<file path="src/hdl/mic_consts.vh">
// Constants of the interrupt controller: offsets, fields, resets, timing
`ifndef MIC_CONSTS_VH
`define MIC_CONSTS_VH
// Register word offsets (one Avalon address per register)
`define MIC_OFS_CTRL      4'h0
`define MIC_OFS_OPTION    4'h1
`define MIC_OFS_PFLAG     4'h2
`define MIC_OFS_PEN       4'h3
`define MIC_OFS_CORE      4'h4
`define MIC_OFS_TIMER     4'h5
`define MIC_OFS_ISTAT     4'h6
`define MIC_OFS_IMASK     4'h7
// Control register fields
`define MIC_CTL_PORT_FLAG 0
`define MIC_CTL_EXT_FLAG  1
`define MIC_CTL_TMR_FLAG  2
`define MIC_CTL_PORT_EN   3
`define MIC_CTL_EXT_EN    4
`define MIC_CTL_TMR_EN    5
`define MIC_CTL_PGRP_EN   6
`define MIC_CTL_GIE       7
// Option register field
`define MIC_OPT_EDGE      6
// Reset values
`define MIC_CTRL_RST      8'h00
`define MIC_OPTION_RST    8'hFF
`define MIC_PERIPH_RST    8'h00
// Vector address
`define MIC_VECTOR        13'h0004
// Latency: instruction cycle in core clocks and cycles of latency
`define MIC_ICYC_CLKS     4
`define MIC_LAT_MIN_ICYC  3
// Clocks after reset before the pin edge detectors are armed
`define MIC_SETTLE_CLKS   3'h5
// Status event bits
`define MIC_EV_VECTOR     0
`define MIC_EV_WAKE       1
`define MIC_EV_RETURN     2
`endif

</file>
<file path="src/hdl/mic_sync.v">
// Three-flop pin synchroniser with agreement of the last two stages
`timescale 1ns/1ns
`default_nettype none
module mic_sync #(
    parameter W = 1
) (
    input  wire         clk,
    input  wire         arst_n,
    input  wire [W-1:0] pin,
    output reg  [W-1:0] level_q
);
    reg [W-1:0] s1_q;
    reg [W-1:0] s2_q;
    reg [W-1:0] s3_q;
    // Stage one feeds stage two only; level moves once two and three agree
    always @(posedge clk or negedge arst_n) begin
        if (!arst_n) begin
            s1_q    <= {W{1'b0}};
            s2_q    <= {W{1'b0}};
            s3_q    <= {W{1'b0}};
            level_q <= {W{1'b0}};
        end else begin
            s1_q <= pin;
            s2_q <= s1_q;
            s3_q <= s2_q;
            level_q <= (s2_q & s3_q) | (level_q & (s2_q | s3_q));
        end
    end
endmodule
`default_nettype wire

</file>
<file path="src/hdl/mic_latency.v">
// Latency pipe: holds a request for a fixed number of clocks
`timescale 1ns/1ns
`default_nettype none
module mic_latency #(
    parameter DEPTH = 12
) (
    input  wire clk,
    input  wire arst_n,
    input  wire flush,
    input  wire req_in,
    output wire req_out
);
    reg [DEPTH-1:0] pipe_q;
    // Delay line cleared on flush so a stale request never vectors twice
    always @(posedge clk or negedge arst_n) begin
        if (!arst_n) begin
            pipe_q <= {DEPTH{1'b0}};
        end else if (flush) begin
            pipe_q <= {DEPTH{1'b0}};
        end else begin
            pipe_q <= {pipe_q[DEPTH-2:0], req_in};
        end
    end
    assign req_out = pipe_q[DEPTH-1];
endmodule
`default_nettype wire

</file>
<file path="src/hdl/mic_irq_ctrl.v">
// Interrupt controller of the microcontroller, with an Avalon-MM slave
//
// Implementation choices: the address map and the Avalon-MM interface to the registers.
`timescale 1ns/1ns
`default_nettype none
`include "mic_consts.vh"
module mic_irq_ctrl #(
    parameter NPERIPH = 8,
    parameter PCW     = 13
) (
    input  wire               clk,
    input  wire               arst_n,
    input  wire [3:0]         avs_address,
    input  wire               avs_read,
    input  wire               avs_write,
    input  wire [31:0]        avs_writedata,
    output reg  [31:0]        avs_readdata,
    output reg                avs_waitrequest,
    input  wire               ext_irq_pin,
    input  wire [3:0]         upper_port_pins,
    input  wire               timer_tick,
    input  wire [NPERIPH-1:0] periph_event,
    input  wire               core_sleep,
    input  wire               return_from_irq_instr,
    input  wire [PCW-1:0]     core_next_pc,
    output reg                core_vector_q,
    output reg  [PCW-1:0]     core_pc_load_q,
    output reg                stack_push_q,
    output reg  [PCW-1:0]     stack_data_q,
    output reg                core_wake_q,
    output reg                irq_q
);
    localparam LAT_CLKS = `MIC_ICYC_CLKS * `MIC_LAT_MIN_ICYC;
    localparam ST_RUN   = 2'd0;
    localparam ST_SLEEP = 2'd1;
    localparam ST_WAIT  = 2'd2;

    reg [7:0]         ctrl_q;
    reg [7:0]         option_q;
    reg [NPERIPH-1:0] pflag_q;
    reg [NPERIPH-1:0] pen_q;
    reg [7:0]         timer_zero_count_q;
    reg [2:0]         istat_q;
    reg [2:0]         imask_q;
    reg [1:0]         state_q;
    reg               ext_prev_q;
    reg [3:0]         port_prev_q;
    reg               ack_q;

    wire              ext_lvl;
    wire [3:0]        port_lvl;
    wire              lat_req;

    // Pins cross into the clock domain through three flops
    mic_sync #(.W(1)) u_ext_sync (
        .clk     (clk),
        .arst_n  (arst_n),
        .pin     (ext_irq_pin),
        .level_q (ext_lvl)
    );
    mic_sync #(.W(4)) u_port_sync (
        .clk     (clk),
        .arst_n  (arst_n),
        .pin     (upper_port_pins),
        .level_q (port_lvl)
    );

    // Edge detectors stay blind until the synchronisers hold the real pin;
    // a pin idling high would otherwise fake an edge right after reset
    reg [2:0]         settle_q;
    always @(posedge clk or negedge arst_n) begin
        if (!arst_n) begin
            settle_q <= 3'h0;
        end else if (settle_q != `MIC_SETTLE_CLKS) begin
            settle_q <= settle_q + 3'h1;
        end
    end
    wire armed      = (settle_q == `MIC_SETTLE_CLKS);

    // Event detection
    wire edge_sel   = option_q[`MIC_OPT_EDGE];
    wire ext_ev     = armed & (edge_sel ? (ext_lvl & ~ext_prev_q)
                                        : (~ext_lvl & ext_prev_q));

    // One change detector per upper port pin; any of them raises the flag
    wire [3:0]        port_chg;
    genvar gi;
    generate
        for (gi = 0; gi < 4; gi = gi + 1) begin : g_port_chg
            assign port_chg[gi] = armed & (port_lvl[gi] ^ port_prev_q[gi]);
        end
    endgenerate
    wire port_ev    = |port_chg;
    wire tmr_ev     = timer_tick & (timer_zero_count_q == 8'hFF);

    // Register bus decode, single wait state
    wire bus_req    = (avs_read | avs_write) & ~ack_q;
    wire wr         = avs_write & ack_q;
    wire wr_ctrl    = wr & (avs_address == `MIC_OFS_CTRL);
    wire wr_opt     = wr & (avs_address == `MIC_OFS_OPTION);
    wire wr_pflag   = wr & (avs_address == `MIC_OFS_PFLAG);
    wire wr_pen     = wr & (avs_address == `MIC_OFS_PEN);
    wire wr_tmr     = wr & (avs_address == `MIC_OFS_TIMER);
    wire wr_istat   = wr & (avs_address == `MIC_OFS_ISTAT);
    wire wr_imask   = wr & (avs_address == `MIC_OFS_IMASK);

    // Request: global enable AND any enabled pair; peripherals group-gated
    wire periph_any = ctrl_q[`MIC_CTL_PGRP_EN] & |(pflag_q & pen_q);
    wire pair_any   = (ctrl_q[`MIC_CTL_EXT_FLAG]  & ctrl_q[`MIC_CTL_EXT_EN])
                    | (ctrl_q[`MIC_CTL_TMR_FLAG]  & ctrl_q[`MIC_CTL_TMR_EN])
                    | (ctrl_q[`MIC_CTL_PORT_FLAG] & ctrl_q[`MIC_CTL_PORT_EN])
                    | periph_any;
    wire irq_req    = ctrl_q[`MIC_CTL_GIE] & pair_any;
    // Wake ignores the global enable; decided later whether to vector
    wire wake_req   = pair_any;

    // Fixed latency pipe so vectoring lands three instruction cycles later
    mic_latency #(.DEPTH(LAT_CLKS)) u_lat (
        .clk     (clk),
        .arst_n  (arst_n),
        .flush   (~irq_req | core_vector_q),
        .req_in  (irq_req),
        .req_out (lat_req)
    );

    wire do_vector  = (state_q == ST_RUN) & lat_req & irq_req & ~core_vector_q;
    // Wake entry vectors only with the global enable still set
    wire wake_vec   = (state_q == ST_WAIT) & ctrl_q[`MIC_CTL_GIE];
    wire wake_now   = (state_q == ST_SLEEP) & wake_req;

    // Flag next values: hardware set wins over software clear
    reg [7:0]         ctrl_d;
    always @* begin
        ctrl_d = ctrl_q;
        if (wr_ctrl) begin
            ctrl_d = avs_writedata[7:0];
        end
        if (ext_ev) begin
            ctrl_d[`MIC_CTL_EXT_FLAG] = 1'b1;
        end
        if (tmr_ev) begin
            ctrl_d[`MIC_CTL_TMR_FLAG] = 1'b1;
        end
        if (port_ev) begin
            ctrl_d[`MIC_CTL_PORT_FLAG] = 1'b1;
        end
        // Both entry paths close the gate, or the still-set flag re-enters
        if (do_vector | wake_vec) begin
            ctrl_d[`MIC_CTL_GIE] = 1'b0;
        end else if (return_from_irq_instr) begin
            ctrl_d[`MIC_CTL_GIE] = 1'b1;
        end
    end

    // Peripheral flags, one per source; an event beats a bus write
    wire [NPERIPH-1:0] pflag_d;
    genvar gp;
    generate
        for (gp = 0; gp < NPERIPH; gp = gp + 1) begin : g_pflag
            assign pflag_d[gp] = periph_event[gp]
                               | (wr_pflag ? avs_writedata[gp] : pflag_q[gp]);
        end
    endgenerate

    // Control, option and peripheral registers
    always @(posedge clk or negedge arst_n) begin
        if (!arst_n) begin
            ctrl_q   <= `MIC_CTRL_RST;
            option_q <= `MIC_OPTION_RST;
            pflag_q  <= {NPERIPH{1'b0}};
            pen_q    <= {NPERIPH{1'b0}};
        end else begin
            ctrl_q  <= ctrl_d;
            pflag_q <= pflag_d;
            if (wr_opt) begin
                option_q <= avs_writedata[7:0];
            end
            if (wr_pen) begin
                pen_q <= avs_writedata[NPERIPH-1:0];
            end
        end
    end

    // Timer zero count with FFh to 00h rollover
    always @(posedge clk or negedge arst_n) begin
        if (!arst_n) begin
            timer_zero_count_q <= 8'h00;
        end else if (wr_tmr) begin
            timer_zero_count_q <= avs_writedata[7:0];
        end else if (timer_tick) begin
            timer_zero_count_q <= timer_zero_count_q + 8'h01;
        end
    end

    // Edge history of the synchronised pins
    always @(posedge clk or negedge arst_n) begin
        if (!arst_n) begin
            ext_prev_q  <= 1'b0;
            port_prev_q <= 4'h0;
        end else begin
            ext_prev_q  <= ext_lvl;
            port_prev_q <= port_lvl;
        end
    end

    // Sleep state machine; after wake one cycle decides vector or continue
    always @(posedge clk or negedge arst_n) begin
        if (!arst_n) begin
            state_q     <= ST_RUN;
            core_wake_q <= 1'b0;
        end else begin
            core_wake_q <= 1'b0;
            case (state_q)
                ST_RUN: begin
                    if (core_sleep) begin
                        state_q <= ST_SLEEP;
                    end
                end
                ST_SLEEP: begin
                    if (wake_now) begin
                        state_q     <= ST_WAIT;
                        core_wake_q <= 1'b1;
                    end
                end
                ST_WAIT: begin
                    state_q <= ST_RUN;
                end
                default: begin
                    state_q <= ST_RUN;
                end
            endcase
        end
    end

    // Vector: push only the return address, load the vector
    always @(posedge clk or negedge arst_n) begin
        if (!arst_n) begin
            core_vector_q  <= 1'b0;
            core_pc_load_q <= {PCW{1'b0}};
            stack_push_q   <= 1'b0;
            stack_data_q   <= {PCW{1'b0}};
        end else begin
            core_vector_q <= do_vector | wake_vec;
            stack_push_q  <= do_vector | wake_vec;
            if (do_vector | wake_vec) begin
                core_pc_load_q <= `MIC_VECTOR;
                stack_data_q   <= core_next_pc;
            end
        end
    end

    // Bus-visible interrupt status: sticky, write one to clear, set wins
    wire [2:0] ev_vec = {return_from_irq_instr, core_wake_q, core_vector_q};
    wire [2:0] istat_d;
    genvar gs;
    generate
        for (gs = 0; gs < 3; gs = gs + 1) begin : g_istat
            // An event in the clearing cycle survives, so none is lost
            assign istat_d[gs] = ev_vec[gs] | (istat_q[gs] & ~(wr_istat & avs_writedata[gs]));
        end
    endgenerate

    // Status and mask registers; the line follows the status ANDed with the mask
    always @(posedge clk or negedge arst_n) begin
        if (!arst_n) begin
            istat_q <= 3'h0;
            imask_q <= 3'h0;
            irq_q   <= 1'b0;
        end else begin
            istat_q <= istat_d;
            if (wr_imask) begin
                imask_q <= avs_writedata[2:0];
            end
            irq_q <= |(istat_q & imask_q);
        end
    end

    // Read multiplexer; registered below so read data comes from a flop
    reg [31:0] rdata_d;
    always @* begin
        rdata_d = 32'h0000_0000;
        case (avs_address)
            `MIC_OFS_CTRL:   rdata_d = {24'h000000, ctrl_q};
            `MIC_OFS_OPTION: rdata_d = {24'h000000, option_q};
            `MIC_OFS_PFLAG:  rdata_d = {{(32-NPERIPH){1'b0}}, pflag_q};
            `MIC_OFS_PEN:    rdata_d = {{(32-NPERIPH){1'b0}}, pen_q};
            `MIC_OFS_CORE:   rdata_d = {29'h0, state_q == ST_SLEEP, lat_req, irq_req};
            `MIC_OFS_TIMER:  rdata_d = {24'h000000, timer_zero_count_q};
            `MIC_OFS_ISTAT:  rdata_d = {29'h0, istat_q};
            `MIC_OFS_IMASK:  rdata_d = {29'h0, imask_q};
            default:         rdata_d = 32'h0000_0000;
        endcase
    end

    // Avalon slave: waitrequest high one cycle, answer on second edge
    always @(posedge clk or negedge arst_n) begin
        if (!arst_n) begin
            ack_q           <= 1'b0;
            avs_waitrequest <= 1'b1;
            avs_readdata    <= 32'h0000_0000;
        end else begin
            ack_q           <= bus_req;
            avs_waitrequest <= ~bus_req;
            if (bus_req & avs_read) begin
                avs_readdata <= rdata_d;
            end
        end
    end
endmodule
`default_nettype wire

</file>
<file path="config.mk">
export PLATFORM = sky130hd
export DESIGN_NAME = mic_irq_ctrl
export DESIGN_NICKNAME = d
export VERILOG_FILES = /design/src/hdl/mic_sync.v /design/src/hdl/mic_latency.v /design/src/hdl/mic_irq_ctrl.v
export VERILOG_INCLUDE_DIRS = /design/src /design/src/hdl
export SDC_FILE = /design/constraint.sdc
export NUM_CORES = 1
export LEC_CHECK = 0
export BUFFER_PORTS_ARGS = -buffer_cell sky130_fd_sc_hd__buf_4
export CAP_MARGIN = 20
export CELL_PAD_IN_SITES_DETAIL_PLACEMENT = 1
export CELL_PAD_IN_SITES_GLOBAL_PLACEMENT = 2
export CORE_MARGIN = 1.5
export CORE_UTILIZATION = 34
export DETAILED_ROUTE_END_ITERATION = 6
export PLACE_DENSITY = 0.87
export SLEW_MARGIN = 20
export SYNTH_ARGS = -nofsm -noshare
export SYNTH_HDL_FRONTEND = slang
export SYNTH_HIERARCHICAL = 1
export SYNTH_SLANG_ARGS = --single-unit
</file>
<file path="constraint.sdc">
create_clock -name clk -period 2.31 [get_ports clk]
set_input_delay 0.1155 -clock clk [delete_from_list [all_inputs] [get_ports clk]]
set_output_delay 0.1155 -clock clk [all_outputs]
set_load 0.005 [all_outputs]
</file>
==> impl_metrics.tcl, run 1 <==
set metrics [dict create \
    setup_viol_count_final 0 \
    drt-total-wl_um 12800 \
    grt.overflow.total 0 \
    yosys_register_bits 115 \
    gp_congestion 0.810 \
    synthArstFlopShare_pct 100 \
    ios 132 \
    grt_max_degree 57 \
    r2r_setup_slack_ns 0.22 \
    fmax_mhz 479 \
    cts_buffers 17 \
    fin_crit_ns 2.09 \
    syn_area_per_cell_um2 12.3 \
    synth_top_family_by_area "multiplexers" \
    worstMarginPinSlew_ns 0.697 \
    synth-seq-area-share_pct 56.5 \
    synthMuxAreaShare_pct 13.2 \
    hold_slack_ns 0.0273 \
    clk_pin_slew_ns 0.06 \
    dr.first_iter.drc_count 97 \
    power_density_nw_per_um2 1070 \
    grtUsageTotal_pct 17.3 \
    synth-edff-count 0 \
    hpwl_um 8380 \
    hold_viol_final 0 \
    detail-route-antenna-nets 0 \
    netlist_instances 415 \
    crit_type "flip-flop to flip-flop" \
    drc_errors 0 \
    n_fill_cell 1507 \
    area_delta_synth_final_pct 31.5 \
    synth_xor_area_share_pct 2.06 \
    slew_viol_final 0 \
    synthDistinctLibCells 53 \
    antenna_found_initial 0 \
    post_cts_buffers 0 \
    outcome "complete, no violations" \
    relSlewSlack_pct 53.3 \
    finalNonFillerCells 729 \
    final_util_pct 46.1 \
    timing.rr.start "ack_q" \
    clock_latency_ns 0.42 \
    fin_crit_sh_pct 90.3 \
    cts_tree "built" \
    hold_path.class "input port to flip-flop" \
    yosysWarnings 6 \
    die_w_um 126 \
    wl_per_cell_um 17.5 \
    htreeDepth 4 \
    antennaDiodeCount 0 \
    cp.required_ns 2.67 \
    timing.rr.end "pflag_q[5]" \
    synth-simple-area-share_pct 12.4 \
    grt_pass1_vias 3841 \
    grt_pass1_wl_um 20900 \
    startpoint "ack_q" \
    num_vias 3490 \
    fp-row-count 44 \
    portBuffers 71 \
    synthFlopType "dfrtp_1" \
    arrival_ns 2.44 \
    firstDrtPassIters 4 \
    p_leak_nw 3.02 \
    syn-cell-area_um2 5110 \
    dieArea_um2 15800 \
    synthAdderAreaFrac_pct 1.84 \
    final_common_cell "dfrtp_1" \
    cp-endpoint "pflag_q[5]" \
    vias_per_cell 4.79 \
    rsz0062_at_grt "false" \
    startpoint_type "flip-flop" \
    synth_compound_area_share_pct 6.24 \
    core_um2 14600 \
    final_cell_mix "dfrtp_1, buf_4, mux2_2, dlygate4sd3_1, conb_1" \
    peakVddDrop_mv 0.658 \
    final_layout_size_suffix_gt1_share_pct 34.3 \
    nNetsFinal 604 \
    root_buffer "clkbuf_16" \
    maxCapViolCount 0 \
    cts_buffer_depth 2 \
    worst-r2r-cell-count 5 \
    fin_setup_tns_ns 0 \
    finClkSkew_ns 0.0104 \
    start_util_pct 35.1 \
    die_height_um 126 \
    cp-end-kind "flip-flop" \
    cts_num_sinks 115 \
    crit_fanout 8 \
    place_inst 659 \
]
## stage by stage
step | cell area (µm²) | power (mW) | worst slack [ns]
2_1_floorplan | 5250 | 3.66 | 0.496
3_3_place_gp | 5700 | 4.22 | 0.408
3_5_place_dp | 5700 | 4.30 | 0.363
4_1_cts | 6720 | 7.24 | 0.209
5_1_grt | 6720 | 7.55 | 0.0645
6_report | 6720 | 7.20 | 0.224
## cell families (layout without fill, tap and decap cells)
group	count (synthesis)	after routing
adders and majority gates	8	8
xor gates and xnor gates	12	12
AOI/OAI and AO/OA	49	49
DFF	115	115
other	1	36
buffers and inverters	61	156
and+or+nand+nor	112	112
muxes	57	57
## sequential cells by signal, indices dropped and copies added (netlist names), 2 cells and up
name	flops
pen_q	8
port_prev_q	4
u_port_sync/s2_q	4
timer_zero_count_q	8
u_lat/pipe_q	12
u_port_sync/s3_q	4
pflag_q	8
ctrl_q	8
option_q	8
imask_q	3
stack_data_q	13
avs_readdata	8
istat_q	3
state_q	2
u_port_sync/s1_q	4
u_port_sync/level_q	4
settle_q	3
## worst min path at each step
stage                     startpoint              end  cells after the start
global placement              arst_n  stack_data_q[1]                      1
global route        avs_writedata[2]       pflag_q[2]                      3
CTS                 avs_writedata[2]       pflag_q[2]                      3
floorplan                     arst_n            ack_q                      0
finish              avs_writedata[2]       pflag_q[2]                      3
detailed placement            arst_n  stack_data_q[1]                      1
## synth_stat cells (9+ instances only)
master | count | area (µm²)
a21oi_1 | 15 | 75.1
buf_4 | 37 | 278
dfrtp_1 | 106 | 2650
dfstp_2 | 9 | 236
inv_1 | 9 | 33.8
mux2_2 | 38 | 428
mux2i_1 | 14 | 140
nand2_1 | 33 | 124
nand3b_1 | 11 | 82.6
nor2_1 | 26 | 97.6
## final cells by class
class                      count  area (µm²)  area share (%)
clock buffer                  18         439            6.53
multi-input combinational    274        1960            29.1
tap                          184         230            3.42
clock inverter                14         203            3.01
timing repair buffer         115         971            14.4
inverter                       9        33.8           0.502
sequential                   115        2890            43.0
## timing repair
| action | CTS | global route |
|---|---|---|
| hold endpoints to repair | 77 | 0 |
| gates resized for setup | 0 | 0 |
| hold buffers | 38 | 0 |
## critical path, cell delays in order, from the launching register on
cell           delay [ns]
dfrtp_1              0.41
nand2_1              0.20
nor3_2               0.62
nand2_1              0.14
nand3b_1             0.11
dlygate4sd3_1        0.55
## per-layer routing
metal,vias to the layer above,global-route usage (%),wire [µm]
met4,0,6.55,193
li1,1599,-,-
met3,14,5.65,723
met2,101,28.2,6330
met5,-,0,0
met1,1776,21.5,5500
## where the power goes
part / internal [mW] / switching (mW) / leakage [nW] / total [mW]
sequential: 2.48 / 0.351 / 1.35 / 2.83
clock: 1.85 / 1.00 / 0.311 / 2.85
combinational: 0.858 / 0.662 / 1.36 / 1.52
Power figures use the tool's default switching activity.
==> run 2: changes to the inputs <==
Settings changed: BUFFER_PORTS_ARGS -buffer_cell sky130_fd_sc_hd__buf_4 to default, CORE_UTILIZATION 34 to 41, DONT_BUFFER_PORTS from default to 1.
==> impl_metrics.tcl, run 2 (synthesis results as in run 1) <==
set metrics [dict create \
    fin_crit_ns 2.07 \
    power_density_nw_per_um2 1070 \
    n_fill_cell 1255 \
    largest_reg_flops 13 \
    fin_crit_sh_pct 89.5 \
    peakVddDrop_mv 0.624 \
    clock_latency_ns 0.41 \
    cts_buffer_depth 2 \
    wl_per_cell_um 20.0 \
    area_delta_synth_final_pct 23.2 \
    die_height_um 115 \
    hold_path.class "input port to asynchronous set/reset pin" \
    final_cell_mix "dfrtp_1, dlygate4sd3_1, mux2_2" \
    fmax_mhz 484 \
    cp.required_ns 2.60 \
    grt_max_degree 116 \
    outcome "complete, but fails checks" \
    grtUsageTotal_pct 21.9 \
    post_cts_resized 0 \
    grt_pass1_vias 3799 \
    crit_fanout 9 \
    grt_pass1_wl_um 20900 \
    detail-route-antenna-nets 0 \
    crit_type "flip-flop to flip-flop" \
    worstMarginPinSlew_ns 0.602 \
    dr.first_iter.drc_count 151 \
    fin_setup_tns_ns 0 \
    fin_area_um2 6300 \
    gp_congestion 0.773 \
    cts_num_sinks 115 \
    final_common_cell "dfrtp_1" \
    violations "hold timing" \
    num_vias 3358 \
    grt.overflow.total 0 \
    finClkSkew_ns 0.00615 \
    maxCapViolCount 0 \
    met1_length_um 5240 \
    p_leak_nw 2.70 \
    drt-total-wl_um 13200 \
    die_w_um 115 \
    hold_buffers 56 \
    nNetsFinal 549 \
    cp-end-kind "flip-flop" \
    timing.rr.end "ctrl_q[1]" \
    firstDrtPassIters 5 \
    cts_buffers 17 \
    worst-r2r-cell-count 5 \
    rsz0062_at_grt "false" \
    antenna_found_initial 2 \
    root_buffer "clkbuf_16" \
    fp-row-count 40 \
    core_um2 12100 \
    hold_slack_ns -0.606 \
    cts_tree "built" \
    regMostFlops "stack_data_q" \
    top_regs "stack_data_q x13, u_lat/pipe_q x12" \
    setup_viol_count_final 0 \
    clk_pin_slew_ns 0.06 \
    dieArea_um2 13200 \
    ios 132 \
    hold_viol_final 115 \
    start_util_pct 42.2 \
    final_layout_size_suffix_gt1_share_pct 22.9 \
    wl_met3_um 829 \
    startpoint_type "flip-flop" \
    r2r_setup_slack_ns 0.24 \
    hpwl_um 7720 \
    post_cts_buffers 0 \
    timing.rr.start "ack_q" \
    drc_errors 0 \
    top_layer "met4" \
    placed_area_um2 5120 \
    htreeDepth 4 \
    portBuffers 0 \
    slew_viol_final 0 \
    wl_met2_um 6920 \
    arrival_ns 2.36 \
    vias_per_cell 5.09 \
    relSlewSlack_pct 59.7 \
]
==> run 2: area by class of cell <==
| type | instances | area, µm² | share of cell area, % |
|---|---|---|---|
| Antenna cell | 2 | 5.00 | 0.0794 |
| Clock buffer | 21 | 460 | 7.31 |
| Clock inverter | 11 | 153 | 2.42 |
| Inverter | 9 | 33.8 | 0.536 |
| Multi-Input combinational cell | 274 | 1960 | 31.1 |
| Sequential cell | 115 | 2890 | 45.9 |
| Tap cell | 168 | 210 | 3.34 |
| Timing Repair Buffer | 60 | 591 | 9.37 |
==> run 2: layer usage <==
metal	vias up	GRT usage (%)
met3	21	7.15
met2	110	38.1
met5	-	0
met1	1741	24.9
li1	1486	-
met4	0	9.08
==> run 2: critical path, stage by stage (launching register included) <==
cell,delay (ns)
dfrtp_1,0.40
nand2_1,0.19
nor3_4,0.51
mux2i_1,0.23
dlygate4sd3_1,0.55
o21ai_0,0.07
==> run 2: per-stage QoR <==
step                      hold slack [ns]  power, mW  worst slack, ns  std cells  util, %
after detailed placement           -0.178       3.90            0.257        570     42.3
after floorplan                    -0.180       3.66            0.496        450        -
after CTS                          -0.627       6.76            0.242        658     52.0
after global routing               -0.625       7.06           0.0600        660     52.0
final                              -0.606       6.76            0.243        660     52.0
after global placement             -0.178       3.81            0.311        570     42.3
==> run 2: worst max path at each step <==
stage,from,to,slack [ns],cells after the start
after CTS,ctrl_q[1],u_lat/pipe_q[0],0.24,5
after floorplan,ctrl_q[4],stack_data_q[10],0.50,5
final,ack_q,ctrl_q[1],0.24,5
after detailed placement,ctrl_q[1],u_lat/pipe_q[0],0.26,5
after global routing,ack_q,ctrl_q[1],0.06,5
after global placement,ctrl_q[1],u_lat/pipe_q[3],0.31,5
==> run 2: where the power goes <==
part	leakage (nW)	internal [mW]	switching (mW)
clock	0.290	1.76	0.974
sequential	1.35	2.48	0.416
combinational	1.06	0.611	0.515
total	2.70	4.85	1.90
